[config.mk]
export PLATFORM = sky130hd
export DESIGN_NAME = sim_monitor
export DESIGN_NICKNAME = d
export VERILOG_FILES = /design/src/sim_pkg.sv /design/src/sim_chan_if.sv /design/src/sim_monitor.sv /design/src/sim_short_det.sv
export VERILOG_INCLUDE_DIRS = /design/src
export SDC_FILE = /design/constraint.sdc
export NUM_CORES = 1
export LEC_CHECK = 0
export BUFFER_PORTS_ARGS = -buffer_cell sky130_fd_sc_hd__buf_2
export CAP_MARGIN = 10
export CORE_AREA = 2 2 115 117
export DETAILED_ROUTE_END_ITERATION = 8
export DIE_AREA = 0 0 117 119
export GPL_TIMING_DRIVEN = 0
export PLACE_DENSITY = 0.78
export SYNTH_ARGS = -nofsm -noshare
export SYNTH_HDL_FRONTEND = slang
export SYNTH_SLANG_ARGS = --single-unit
export TNS_END_PERCENT = 30
[constraint.sdc]
create_clock -name mclk_in -period 6.01 [get_ports mclk_in]
set_clock_uncertainty 0.15 [all_clocks]
set_input_delay 1.202 -clock mclk_in [delete_from_list [all_inputs] [get_ports mclk_in]]
set_output_delay 1.202 -clock mclk_in [all_outputs]
set_load 0.03 [all_outputs]
[src/sim_regs.svh]
// timing constants and reset values for the safety input monitor
`ifndef SIM_REGS_SVH
`define SIM_REGS_SVH
`define SIM_CLK_HZ        10000000
`define SIM_SHORT_TIME_S  2
`define SIM_SHORT_CYCLES  (`SIM_SHORT_TIME_S * `SIM_CLK_HZ)
`define SIM_SO_RST        1'b0
`define SIM_FAULT_RST     1'b0
`endif

[src/sim_pkg.sv]
// types shared by the safety input monitor modules
package sim_pkg;
	typedef enum logic [1:0] {
		SIM_CH_IDLE,
		SIM_CH_TIMING,
		SIM_CH_FAULT
	} sim_short_st_t;
endpackage

[src/sim_chan_if.sv]
// per-input status bundle between top and short detector
interface sim_chan_if;
	logic	stop;	// input in stop state
	logic	both_open;	// both contacts open
	logic	short_seen;	// channel short sensed
	logic	clear;	// fault clear request
	logic	fault;	// latched short fault
	modport top (output stop, output both_open, output short_seen, output clear, input fault);
	modport det (input stop, input both_open, input short_seen, input clear, output fault);
endinterface

[src/sim_monitor.sv]
// safety input monitor: output gating from inputs, suppression and faults
// Operation
// - output on only while all assigned inputs run or are suppressed
// - assigned input to stop turns output off
// - muting or bypass may suppress stop indication
// - input fault holds its assigned outputs off until cleared
// - dual contact short flagged after 2 s stop
// - detector ignores both-closed condition
// - same-source short needs both open 2 s
`include "sim_regs.svh"
module sim_monitor #(
	parameter int unsigned	N_IN = 4,	// input devices
	parameter int unsigned	N_OUT = 2,	// safety outputs
	parameter int unsigned	SHORT_CYCLES = `SIM_SHORT_CYCLES
) (
	input	wire logic	mclk_in,
	input	wire logic	sys_rst_in,
	input	wire logic [N_IN-1:0]	ch_a_in,
	input	wire logic [N_IN-1:0]	ch_b_in,
	input	wire logic [N_IN-1:0]	dual_contact_in,
	input	wire logic [N_IN-1:0]	suppress_in,
	input	wire logic [N_IN-1:0]	fault_clear_in,
	input	wire logic [N_IN-1:0]	ext_fault_in,
	input	wire logic [N_OUT*N_IN-1:0]	assign_map_in,
	output	logic [N_OUT-1:0]	safety_out,
	output	logic [N_IN-1:0]	fault_out
);
	// state record
	typedef struct packed {
		logic [N_OUT-1:0]	so;
		logic [N_IN-1:0]	flt;
		logic [N_IN-1:0]	ext;	// latched direct faults
	} sim_mon_t;

	sim_mon_t	cur;	// registered state
	sim_mon_t	next_cur;	// next state
	logic [N_IN-1:0]	short_flt;	// detector faults

	// refuse sizes the gating loops cannot serve
	if (N_IN < 1 || N_OUT < 1 || SHORT_CYCLES < 1)
	begin : g_bad_cfg
		$error("need at least one input, output and short cycle");
	end

	// input is in run when both channels closed
	function automatic logic run_of(input logic a, input logic b);
		return a & b;
	endfunction

	// one short detector per input
	for (genvar i = 0; i < N_IN; i++)
	begin : g_det
		sim_chan_if	ch();
		// stop = either channel open
		assign ch.stop = !run_of(ch_a_in[i], ch_b_in[i]);
		assign ch.both_open = !ch_a_in[i] && !ch_b_in[i];
		// short sensed only on dual contact wiring
		assign ch.short_seen = dual_contact_in[i] && ext_fault_in[i];
		assign ch.clear = fault_clear_in[i];
		assign short_flt[i] = ch.fault;
		sim_short_det #(
			.SHORT_CYCLES	(SHORT_CYCLES)
		) u_det (
			.mclk_in	(mclk_in),
			.sys_rst_in	(sys_rst_in),
			.ch	(ch.det)
		);
	end

	// next-state logic
	always_comb
	begin
		next_cur = cur;
		// non dual-contact faults latch directly, set beats clear
		for (int i = 0; i < N_IN; i++)
		begin
			if (fault_clear_in[i])
				next_cur.ext[i] = 1'b0;
			if (ext_fault_in[i] && !dual_contact_in[i])
				next_cur.ext[i] = 1'b1;
		end
		next_cur.flt = next_cur.ext | short_flt;
		for (int o = 0; o < N_OUT; o++)
		begin
			next_cur.so[o] = 1'b1;
			for (int i = 0; i < N_IN; i++)
			begin
				if (assign_map_in[o*N_IN+i])
				begin
					// stop unless suppressed
					if (!run_of(ch_a_in[i], ch_b_in[i]) && !suppress_in[i])
						next_cur.so[o] = 1'b0;
					if (next_cur.flt[i])
						next_cur.so[o] = 1'b0;
				end
			end
		end
	end

	// state register
	always_ff @(posedge mclk_in or posedge sys_rst_in)
	begin
		if (sys_rst_in)
		begin
			cur.so <= {N_OUT{`SIM_SO_RST}};
			cur.flt <= {N_IN{`SIM_FAULT_RST}};
			cur.ext <= {N_IN{`SIM_FAULT_RST}};
		end
		else
		begin
			cur <= next_cur;
		end
	end

	assign safety_out = cur.so;
	assign fault_out = cur.flt;
endmodule

[src/sim_short_det.sv]
// channel short detector with 2 s persistence timer
`include "sim_regs.svh"
module sim_short_det #(
	parameter int unsigned	SHORT_CYCLES = `SIM_SHORT_CYCLES
) (
	input	wire logic	mclk_in,
	input	wire logic	sys_rst_in,
	sim_chan_if.det	ch
);
	// state record
	typedef struct packed {
		sim_pkg::sim_short_st_t	st;
		logic [31:0]	cnt;
		logic	fault;
	} sim_det_t;

	sim_det_t	cur;	// registered state
	sim_det_t	next_cur;	// next state

	// refuse a persistence count the timer cannot serve
	if (SHORT_CYCLES < 1)
	begin : g_bad_cfg
		$error("short cycles must be at least one");
	end

	// next-state logic
	always_comb
	begin
		next_cur = cur;
		unique case (cur.st)
			sim_pkg::SIM_CH_IDLE:
			begin
				// only judged while stopped with both open
				if (ch.stop && ch.both_open && ch.short_seen)
				begin
					next_cur.st = sim_pkg::SIM_CH_TIMING;
					next_cur.cnt = 32'h1;
				end
			end
			sim_pkg::SIM_CH_TIMING:
			begin
				// any break in the condition restarts
				if (!(ch.stop && ch.both_open && ch.short_seen))
					next_cur.st = sim_pkg::SIM_CH_IDLE;
				else if (cur.cnt >= 32'(SHORT_CYCLES))
				begin
					next_cur.st = sim_pkg::SIM_CH_FAULT;
					next_cur.fault = 1'b1;
				end
				else
					next_cur.cnt = cur.cnt + 32'h1;
			end
			sim_pkg::SIM_CH_FAULT:
			begin
				// clear honoured only once short gone
				if (ch.clear && !ch.short_seen)
				begin
					next_cur.st = sim_pkg::SIM_CH_IDLE;
					next_cur.fault = 1'b0;
				end
			end
		endcase
	end

	// state register
	always_ff @(posedge mclk_in or posedge sys_rst_in)
	begin
		if (sys_rst_in)
			cur <= '{sim_pkg::SIM_CH_IDLE, 32'h0, `SIM_FAULT_RST};
		else
			cur <= next_cur;
	end

	assign ch.fault = cur.fault;
endmodule

Yosys cells after proc, flatten, opt, wreduce, memory -nomap -nowiden:

Index checks and enable logic that the tools add are counted.

* add/sub/neg operators: 4
* order comparisons: 4
* eq/ne operators: 32
* multiplexer cells: 74
* bitwise gates (word level): 5
* reductions and logical operators: 76

Operators with widths (number)
* 32-bit case mux with 2 select lines: 4
* 34-bit two-way mux: 4
* 33-bit two-way mux: 4
* 32-bit by 1-bit adder with 32-bit output (second input constant): 4
* 32-bit by 25-bit >= comparator with 1-bit output (second input constant): 4
* 32-bit two-way mux: 4
* 1-bit two-way mux: 38
* 2-bit by 1-bit inequality test with 1-bit output (second input constant): 16
* 4-bit AND reduction: 8
* 1-bit logical AND: 28
* 1-bit zero test: 24
* 2-bit two-way mux: 12
* 2-bit case mux with 3 select lines: 4
* 2-bit nonzero test: 8
* 3-bit inequality test (second input constant): 4
* 3-bit AND reduction: 4
* 2-bit by 1-bit == test with 1-bit output (second input constant): 4
* 2-bit == test (second input constant): 4
* 2-bit zero test: 4
* 2-bit inequality test (second input constant): 4
* 1-bit case mux with 2 select lines: 4
* 1-bit AND: 4
* 4-bit bitwise OR: 1

* register bits: 150
* input bits: 34
* output and inout port bits: 6
* word-level logic and storage cells: 210

Depth between registers and ports, before layout:

Gate-level depths: netlist of the first run.

* depth in word-level cells: 15
* mapped depth: 9
* mapped depth without buffers: 8

By module:

From an unflattened synthesis of the first run, not the netlist that was laid out.

* cell total of the unflattened synthesis: 885
* area total of the unflattened synthesis: 8323.0 sq um

Modules (own cells, without submodules)
* sim_short_det at g_det[0].u_det ...: instances 3, cells each 202, area each 1908.1 sq um, sequential area each 875.8 sq um
* sim_short_det at g_det[3].u_det: instances 1, cells each 216, area each 2005.7 sq um, sequential area each 875.8 sq um
* sim_monitor: instances 1, cells each 63, area each 593.1 sq um, sequential area each 250.2 sq um

Least setup slack after synthesis of the first run:

Ideal clock, no wire load.

* path kind: input port to flip-flop
* start: input port ch_a_in[0]
* end: register g_det[0].u_det.cur[5] in the netlist's numbering
* library setup time: 78 ps
* data arrival time: 2785 ps
* data required time: 5782 ps
* path slack: 2998 ps
* cell stages on the path: 6
* path buffers: 1
* cells stage by stage: and4bb_2 nand4_1 or4b_4 buf_6 or3_1 a21oi_1

* longest elaborated chain between the ends: 6
* elaborated cells on any way between the ends: 9
* classes of those cells: 2 x eq/ne; 1 x bitwise; 6 x reduce/logical

Ends and longest elaborated chain
* start: declaration: line sim_monitor.sv:18 `input wire logic [N_IN-1:0] ch_a_in,`
* 1-bit AND / 1-bit zero test (equally long branches): line sim_monitor.sv:47, sim_monitor.sv:56
* 1-bit zero test / 1-bit logical AND (equally long branches): line sim_monitor.sv:55, sim_monitor.sv:56
* 1-bit logical AND * (2 in series): line sim_short_det.sv:34, sim_short_det.sv:43
* 2-bit by 1-bit inequality test with 1-bit output (no source line)
* 4-bit AND reduction (no source line) *
* end signal: assignment: line sim_short_det.sv:69 `` cur <= '{sim_pkg::SIM_CH_IDLE, 32'h0, `SIM_FAULT_RST}; ``
* end signal: assignment: line sim_short_det.sv:71 `cur <= next_cur;`
* end: declaration: line sim_short_det.sv:17 `sim_det_t cur;`

Every way passes the cells marked *; elsewhere a longest branch is shown, timed or not.
A chain may end at the register's enable or synchronous reset.

Worst setup path after layout of the first run:

* start: input port ch_a_in[2]
* end: register g_det[2].u_det.cur[22] in the netlist's numbering

* longest elaborated chain between the ends: 6
* elaborated cells on any way between the ends: 9
* classes of those cells: 2 x eq/ne; 1 x bitwise; 6 x reduce/logical

Ends and longest elaborated chain (line)
* 1-bit AND / 1-bit zero test (equally long branches): sim_monitor.sv:47, sim_monitor.sv:56
* 1-bit zero test / 1-bit logical AND (equally long branches): sim_monitor.sv:55, sim_monitor.sv:56
* 1-bit logical AND * (2 in series): sim_short_det.sv:34, sim_short_det.sv:43
* 2-bit by 1-bit inequality test with 1-bit output (no source line)
* 4-bit AND reduction (no source line) *
* end signal: assignment: sim_short_det.sv:69
* end signal: assignment: sim_short_det.sv:71
* end: declaration: sim_short_det.sv:17

Marks and branches as above.

==> out/summary.json, run 1 <==
{
  "htree_num_levels": {"value": 4},
  "io_buffer_count": {"value": 39},
  "dpl.hpwl": {"value": 10970, "unit": "µm"},
  "cts_sinks": {"value": 150},
  "hold-path-endpoint": {"value": "g_det[0].u_det.cur[27]"},
  "placement.setup.worst_slack": {"value": 2541, "unit": "ps"},
  "fin_nets": {"value": 883},
  "ys.flop_type": {"value": "dfrtp_1"},
  "setup_tns": {"value": 0, "unit": "ps"},
  "outcome": {"value": "finished, final reports clean"},
  "internal_cell_power": {"value": 1.786, "unit": "mW"},
  "power.share.combinational": {"value": 12.8, "unit": "%"},
  "cts_root_buf": {"value": "clkbuf_16"},
  "wl_per_cell": {"value": 15.39, "unit": "µm"},
  "power.switching_fraction": {"value": 27.07, "unit": "%"},
  "drt_first_iter_violations": {"value": 489},
  "grt_max_degree": {"value": 100},
  "fmax": {"value": 0.3288, "unit": "GHz"},
  "grt_overflow_total": {"value": 0},
  "power.static_leakage": {"value": 3.999, "unit": "nW"},
  "cts.path.max_buffers": {"value": 2},
  "cts_repair_resize_count": {"value": 0},
  "slew_viol_final": {"value": 0},
  "globalRouteTotalUtil": {"value": 24.47, "unit": "%"},
  "cts_post_setup_buffers_inserted": {"value": 0},
  "ctsHoldBuffers": {"value": 0},
  "die_width": {"value": 117, "unit": "µm"},
  "synth_warnings": {"value": 0},
  "synth-seq-cells": {"value": 150},
  "synth_cell_type_count": {"value": 63},
  "fin_crit_sh": {"value": 50.61, "unit": "%"},
  "async_reset_ff_share": {"value": 100.0, "unit": "%"},
  "depth_of_the_worst_register_to_register_path": {"value": 9},
  "synth.avg_cell_area": {"value": 9.858, "unit": "µm²"},
  "area_delta_synth_final": {"value": 13.27, "unit": "%"},
  "worstHoldStart": {"value": "g_det[0].u_det.cur[27]"},
  "timing.max_slew.rel_slack": {"value": 50.61, "unit": "%"},
  "crit_path_end_kind": {"value": "flip-flop"},
  "initial_core_util": {"value": 58.96, "unit": "%"},
  "route.vias.total": {"value": 5889},
  "worst_ir_drop_vdd": {"value": 0.0002426, "unit": "V"},
  "die_y": {"value": 119, "unit": "µm"},
  "total_switching_power": {"value": 0.6628, "unit": "mW"},
  "first_global_vias": {"value": 5855},
  "clkPwrFrac": {"value": 41.0, "unit": "%"},
  "floorplan.io_pins": {"value": 40},
  "multi_input_area": {"value": 0.003582, "unit": "mm²"},
  "finalHoldViolCount": {"value": 0},
  "start_kind": {"value": "input port"},
  "cp_max_fo": {"value": 10},
  "rsz0062_at_grt": {"value": "no"},
  "detail-route-antenna-nets": {"value": 0},
  "grt_pass1_wl": {"value": 27110, "unit": "µm"},
  "maxCapViolCount": {"value": 0},
  "holdPathStages": {"value": 1},
  "post_synthesis_instance_total": {"value": 770},
  "drt_pre_antenna_iters": {"value": 5},
  "numCtsBuffers": {"value": 17},
  "placement_rows": {"value": 42},
  "layout-drive-gt1-share": {"value": 11.77, "unit": "%"},
  "core": {"value": 0.01287, "unit": "mm²"},
  "postLayoutCoreUtil": {"value": 66.78, "unit": "%"},
  "post_synth_instance_area": {"value": 0.007591, "unit": "mm²"},
  "clk_latency": {"value": 430, "unit": "ps"},
  "layoutNonFillerInstCount": {"value": 1017},
  "ys_seq_area_share": {"value": 49.45, "unit": "%"},
  "worstReg2RegEnd": {"value": "g_det[3].u_det.cur[17]"},
  "sequential_cell_area": {"value": 0.003754, "unit": "mm²"},
  "post_layout_total_power": {"value": 2.449, "unit": "mW"},
  "postLayoutSetupSlackWorst": {"value": 2968, "unit": "ps"},
  "setup-violations-final": {"value": 0},
  "place_area": {"value": 0.008039, "unit": "mm²"},
  "reg2reg_from": {"value": "g_det[3].u_det.cur[34]"},
  "cts.clk_slew.worst_paths": {"value": 60, "unit": "ps"},
  "timing.hold.worst.class": {"value": "reg2reg"},
  "postRouteWirelength": {"value": 15650, "unit": "µm"},
  "powerDensity": {"value": 284.8, "unit": "mW/mm²"},
  "period_minus_slack": {"value": 3042, "unit": "ps"},
  "post-route-cell-area": {"value": 0.008598, "unit": "mm²"},
  "design.die.area": {"value": 0.01392, "unit": "mm²"},
  "path_class": {"value": "in2reg"},
  "synth_edf_count": {"value": 0},
  "cp_data_arrival_time": {"value": 3200, "unit": "ps"},
  "total_placed_cells_including_tap_cells": {"value": 986},
  "antenna_cells_inserted": {"value": 0},
  "seq_power_share": {"value": 46.2, "unit": "%"},
  "tritoncts": {"value": "built"},
  "hold_ws": {"value": 332.1, "unit": "ps"},
  "postSynthNetCount": {"value": 824},
  "r2r_slack": {"value": 3220, "unit": "ps"},
  "worst_max_slew_pin_slew": {"value": 739.2, "unit": "ps"},
  "fillCellCount": {"value": 1028},
  "via_per_inst": {"value": 5.791},
  "drcViolationCount": {"value": 0},
  "number_of_antenna_violations_at_the_first_check_in_global_routing": {"value": 0},
  "place.gp.congestion": {"value": 0.8943},
  "critical_path_required": {"value": 6170, "unit": "ps"}
}
## state kept, by name, summed over array words and instances, names as in the netlist
| register | count |
|---|---|
| cur | 4 |
| g_det.u_det.ch.fault | 4 |
| safety_out | 2 |
| g_det.u_det.cur | 136 |
| fault_out | 4 |
## power groups by stage
stage | sequential (mW) | clock [mW] | combinational [mW]
floorplan | 1.13 | 0 | 0.239
global placement | 1.14 | 0 | 0.294
detailed placement | 1.15 | 0 | 0.315
CTS | 1.13 | 1.02 | 0.316
global route | 1.14 | 1.07 | 0.361
finish | 1.13 | 1.00 | 0.312
## worst max-delay path by stage
stage,from,endpoint
after floorplan,sys_rst_in,cur[0]
final,ch_a_in[2],g_det[2].u_det.cur[22]
after CTS,ch_a_in[2],g_det[2].u_det.cur[22]
after global placement,sys_rst_in,g_det[3].u_det.cur[21]
after detailed placement,ch_a_in[2],g_det[2].u_det.cur[22]
after global routing,ext_fault_in[3],g_det[3].u_det.cur[20]
## per-layer routing
metal	vias up	wire (µm)	GRT usage, %
li1	2838	-	-
met1	2911	7243	33.23
met2	112	7628	38.87
met3	28	478	4.275
met4	0	303	10.07
met5	-	0	0
## layout by cell type (no fill, tap or decap), types with 10 or more instances in the layout
master / Yosys / layout
dfrtp_1: 150 / 150
nor2_1: 89 / 89
xor2_1: 56 / 56
nand2_1: 51 / 51
nand3_1: 49 / 49
buf_2: 3 / 42
nand4_1: 30 / 30
inv_1: 27 / 26
nor3_1: 22 / 22
and3_1: 22 / 22
clkbuf_1: 20 / 21
o21ai_0: 20 / 20
and2_1: 20 / 20
ha_1: 20 / 20
clkbuf_16: 0 / 17
nor2b_1: 16 / 16
o211ai_1: 15 / 15
a21oi_1: 15 / 15
or3_1: 13 / 13
mux2i_1: 11 / 11
nor4_1: 10 / 10
o2111ai_1: 10 / 10
xnor2_1: 10 / 10
## final cells by class
| class | count | share of cell area (%) |
|---|---|---|
| inverter | 27 | 1.237 |
| clock buffer | 20 | 5.311 |
| buffer | 32 | 1.790 |
| timing repair buffer | 40 | 2.590 |
| multi-input combinational | 561 | 41.66 |
| tap | 176 | 2.561 |
| clock inverter | 11 | 1.193 |
| sequential | 150 | 43.66 |
## critical path, stage by stage
cell	delay (ps)
buf_2	110
and4bb_2	300
nand2_1	90
nor4_2	540
clkbuf_1	410
nand3_1	220
o211ai_1	230
o31ai_1	100
## cells by family after synthesis
| group | count (synthesis) | synth area share (%) |
|---|---|---|
| buffers and inverters | 59 | 3.362 |
| and+or+nand+nor | 359 | 25.15 |
| adders and majority gates | 20 | 3.297 |
| xor gates and xnor gates | 66 | 7.615 |
| muxes | 11 | 1.451 |
| DFF | 150 | 49.45 |
| AOI/OAI and AO/OA | 105 | 9.675 |
## synth_stat cells (11+ instances only)
cell      count  area [µm²]
inv_1        27       101.4
and3_1       22       137.6
or3_1        13       81.33
o211ai_1     15       112.6
mux2i_1      11       110.1
nor2b_1      16       100.1
clkbuf_1     20       75.07
nor3_1       22       110.1
and2_1       20       125.1
o21ai_0      20       100.1
nand4_1      30       187.7
nor2_1       89       334.1
dfrtp_1     150        3754
xor2_1       56       490.5
a21oi_1      15       75.07
ha_1         20       250.2
nand3_1      49       245.2
nand2_1      51       191.4
Power figures use the tool's default switching activity.
==> run 2, diff against run 1 <==
- ABC_AREA: unset -> 1
- CORE_AREA: 2 2 115 117 -> 2 2 137 139
- DIE_AREA: 0 0 117 119 -> 0 0 139 141
- PLACE_DENSITY: 0.78 -> 0.76
- clock period: 6.01 -> 2.5 ns (I/O delays scaled with it)
==> run 2 against run 1 <==
- critical path depth increased by 1
- sequential power increased to 2.7 times the previous value
- wire length increased by 48%
- first-iteration DRC count increased by 53%
- core utilization decreased by 4.9 points
- combinational power increased to 5.3 times the previous value
- count of clock-buffer cells in the layout decreased by 1
- flip-flop and latch count unchanged
- clock power increased to 2.6 times the previous value
- synthesized area increased by 33%
- non-clock buffer count increased by 17
- cell count increased by 83%
- largest cell class is now multi-input combinational cells
==> out/summary.json, run 2 <==
{
  "first_global_vias": {"value": 8747, "change": "+49%"},
  "async_reset_ff_share": {"value": 100.0, "unit": "%", "change": "unchanged"},
  "path_class": {"value": "reg2reg"},
  "synth_edf_count": {"value": 0, "change": "unchanged"},
  "synthDominantCellAreaShare": {"value": 37.05, "unit": "%", "change": "-12 points"},
  "critical_path_required": {"value": 2710, "unit": "ps", "change": "-3460 ps"},
  "hold_ws": {"value": 38.76, "unit": "ps", "change": "-293.4 ps"},
  "crit_path_end_kind": {"value": "flip-flop"},
  "dpl.hpwl": {"value": 17420, "unit": "µm", "change": "+59%"},
  "grt_max_degree": {"value": 36, "change": "-64%"},
  "multi_input_area": {"value": 0.005428, "unit": "mm²", "change": "+52%"},
  "synth-seq-cells": {"value": 150, "change": "unchanged"},
  "synth_largest_area_cell": {"value": "dfrtp_1"},
  "r2r_slack": {"value": 300, "unit": "ps", "change": "-2920 ps"},
  "design.die.area": {"value": 0.01960, "unit": "mm²", "change": "+41%"},
  "rsz0062_at_grt": {"value": "no"},
  "worst_max_slew_pin_slew": {"value": 727.7, "unit": "ps", "change": "-11.59 ps"},
  "tritoncts": {"value": "built"},
  "area_delta_synth_final": {"value": 11.53, "unit": "%"},
  "cts.clk_slew.worst_paths": {"value": 60, "unit": "ps", "change": "about the same"},
  "globalRouteTotalUtil": {"value": 24.72, "unit": "%", "change": "+0.25 points"},
  "critical_path_depth": {"value": 9, "change": "+1"},
  "setup-violations-final": {"value": 0, "change": "unchanged"},
  "grt_overflow_total": {"value": 0, "change": "unchanged"},
  "wl_per_cell": {"value": 12.47, "unit": "µm", "change": "-19%"},
  "cp_data_arrival_time": {"value": 2420, "unit": "ps", "change": "-780 ps"},
  "cts_post_setup_buffers_inserted": {"value": 0, "change": "unchanged"},
  "worstReg2RegEnd": {"value": "g_det[3].u_det.cur[9]"},
  "drt_first_iter_violations": {"value": 746, "change": "+53%"},
  "synth.area.top_cells": {"value": "dfrtp_1 (37%), nand2_1 (22%), nor2_1 (11%), nand3_1 (7.3%), inv_1 (6.0%)"},
  "floorplan.io_pins": {"value": 40, "change": "unchanged"},
  "drcViolationCount": {"value": 0, "change": "unchanged"},
  "critical_path.n_buffers_inverters": {"value": 1, "change": "-1"},
  "postRouteWirelength": {"value": 23240, "unit": "µm", "change": "+48%"},
  "cts.path.max_buffers": {"value": 2, "change": "unchanged"},
  "place_area": {"value": 0.01070, "unit": "mm²", "change": "+33%"},
  "ys_seq_area_share": {"value": 37.05, "unit": "%", "change": "-12 points"},
  "io_buffer_count": {"value": 39, "change": "unchanged"},
  "worstSetupStartpoint": {"value": "g_det[3].u_det.cur[1]"},
  "drt_pre_antenna_iters": {"value": 5, "change": "unchanged"},
  "postSynthNetCount": {"value": 1609, "change": "+95%"},
  "layout.cells.most_common": {"value": "nand2_1"},
  "synth_warnings": {"value": 0, "change": "unchanged"},
  "crit_chain": {"value": "ha_1 -> nand2_1 -> nor2_1 -> nand2_1 -> inv_1 -> nor2_1 -> nor3b_1 -> nand2_1 -> nand2_1"},
  "placement_rows": {"value": 50, "change": "+19%"},
  "die_y": {"value": 141, "unit": "µm", "change": "+18%"},
  "fmax": {"value": 0.4538, "unit": "GHz"},
  "largest_register": {"value": "g_det.u_det.cur"},
  "cts_repair_resize_count": {"value": 0, "change": "unchanged"},
  "ctsHoldBuffers": {"value": 0, "change": "unchanged"},
  "initial_core_util": {"value": 55.47, "unit": "%", "change": "-3.5 points"},
  "ys_top_cells_by_count": {"value": "nand2_1 (587), nor2_1 (309), inv_1 (161)"},
  "post-route-cell-area": {"value": 0.01130, "unit": "mm²", "change": "+31%"},
  "antenna_cells_inserted": {"value": 0, "change": "unchanged"},
  "place.gp.congestion": {"value": 0.9037, "change": "+1.1%"},
  "grt_pass1_wl": {"value": 40480, "unit": "µm", "change": "+49%"},
  "period_minus_slack": {"value": 2203, "unit": "ps"},
  "power.static_leakage": {"value": 5.474, "unit": "nW", "change": "+37%"},
  "fin_crit_sh": {"value": 88.14, "unit": "%"},
  "fin_nets": {"value": 1671, "change": "+89%"},
  "clk_latency": {"value": 430, "unit": "ps", "change": "about the same"},
  "detail-route-antenna-nets": {"value": 0, "change": "unchanged"},
  "highest_count_cells_in_the_layout_ignoring_fill_and_taps": {"value": "nand2_1 (587), nor2_1 (309), inv_1 (160)"},
  "post_layout_total_power": {"value": 7.338, "unit": "mW", "change": "+200%"},
  "slew_viol_final": {"value": 0, "change": "unchanged"},
  "powerDensity": {"value": 649.3, "unit": "mW/mm²", "change": "+130%"},
  "synth.avg_cell_area": {"value": 6.516, "unit": "µm²", "change": "-34%"},
  "crit_slowest_cell": {"value": "dfrtp_1"},
  "finalHoldViolCount": {"value": 0, "change": "unchanged"},
  "core": {"value": 0.01827, "unit": "mm²", "change": "+42%"},
  "cell_class_contributing_the_biggest_share_of_worst_path_delay": {"value": "simple AND/OR/NAND/NOR gates"},
  "layout-drive-gt1-share": {"value": 9.883, "unit": "%", "change": "-1.9 points"},
  "sequential_cell_area": {"value": 0.003754, "unit": "mm²", "change": "unchanged"},
  "cts_sinks": {"value": 150, "change": "unchanged"},
  "placement.setup.worst_slack": {"value": 352.1, "unit": "ps", "change": "-2189 ps"},
  "postLayoutSetupSlackWorst": {"value": 296.6, "unit": "ps", "change": "-2672 ps"},
  "post_synthesis_instance_total": {"value": 1555, "change": "+100%"},
  "start_kind": {"value": "flip-flop"},
  "timing.hold.worst.class": {"value": "in2async"},
  "route.vias.total": {"value": 9455, "change": "+61%"},
  "number_of_antenna_violations_at_the_first_check_in_global_routing": {"value": 0, "change": "unchanged"},
  "outcome": {"value": "finished, final reports clean"},
  "post_synth_instance_area": {"value": 0.01013, "unit": "mm²", "change": "+33%"},
  "cts_root_buf": {"value": "clkbuf_16"},
  "worst_ir_drop_vdd": {"value": 0.0005637, "unit": "V", "change": "+130%"},
  "depth_of_the_worst_register_to_register_path": {"value": 9, "change": "unchanged"},
  "die_width": {"value": 139, "unit": "µm", "change": "+19%"},
  "ys.flop_type": {"value": "dfrtp_1"},
  "slowest_delay": {"value": 460, "unit": "ps", "change": "-80 ps"},
  "setup_tns": {"value": 0, "unit": "ps", "change": "unchanged"},
  "cp_max_fo": {"value": 7, "change": "-3"},
  "timing.max_slew.rel_slack": {"value": 51.39, "unit": "%", "change": "+0.78 points"},
  "reg2reg_from": {"value": "g_det[3].u_det.cur[1]"},
  "fillCellCount": {"value": 1739, "change": "+69%"},
  "via_per_inst": {"value": 5.075, "change": "-12%"},
  "numCtsBuffers": {"value": 17, "change": "unchanged"},
  "synth_cell_type_count": {"value": 29, "change": "-54%"},
  "worstSetupEndpoint": {"value": "g_det[3].u_det.cur[9]"},
  "htree_num_levels": {"value": 4, "change": "unchanged"},
  "largest_register_ffs": {"value": 136, "change": "unchanged"},
  "critPathMostFrequentCell": {"value": "nand2_1"},
  "post-synth-top-count-cell": {"value": "nand2_1"},
  "maxCapViolCount": {"value": 0, "change": "unchanged"}
}
run 2: how the worst min path moves through the flow:
stage / from / end / cells past startpoint
after floorplan: g_det[3].u_det.ch.fault / g_det[3].u_det.ch.fault / 2
after global placement: g_det[3].u_det.ch.fault / g_det[3].u_det.ch.fault / 2
after detailed placement: g_det[2].u_det.ch.fault / g_det[2].u_det.ch.fault / 2
after CTS: sys_rst_in / g_det[2].u_det.cur[16] / 2
after global routing: sys_rst_in / g_det[0].u_det.cur[13] / 2
final: sys_rst_in / g_det[0].u_det.cur[12] / 2
run 2: metrics by stage:
stage	cells	util, %
4_1_cts	1863	61.86
3_3_place_gp	1828	58.16
5_1_grt	1863	61.86
6_report	1863	61.86
2_1_floorplan	1555	-
3_5_place_dp	1832	58.60
run 2: logic make-up after synthesis:
group           Yosys count  synth area share (%)
compound gates           23                 1.309
xor+xnor                 44                 3.803
fa+ha+maj                20                 2.470
buf+inv                 209                 9.385
flops                   150                 37.05
simple gates           1109                 45.99
run 2: where the power goes:
part,switching (mW),internal (mW)
Combinational,1.11,0.530
Clock,1.05,1.59
Sequential,0.252,2.80
run 2: layout make-up:
class	instances	share of cell area, %
buffer	46	3.000
tap	234	2.591
timing repair buffer	43	2.436
multi-input combinational	1196	48.03
sequential	150	33.22
inverter	163	5.447
clock inverter	12	1.362
clock buffer	19	3.919
run 2: metal layers:
layer  track usage [%]  up-vias  wire [µm]
met5                 0        -          0
met1             34.14     4347      11160
met2             41.17      202      10920
li1                  -     4883          -
met3             4.450       23        917
met4             5.104        0        236
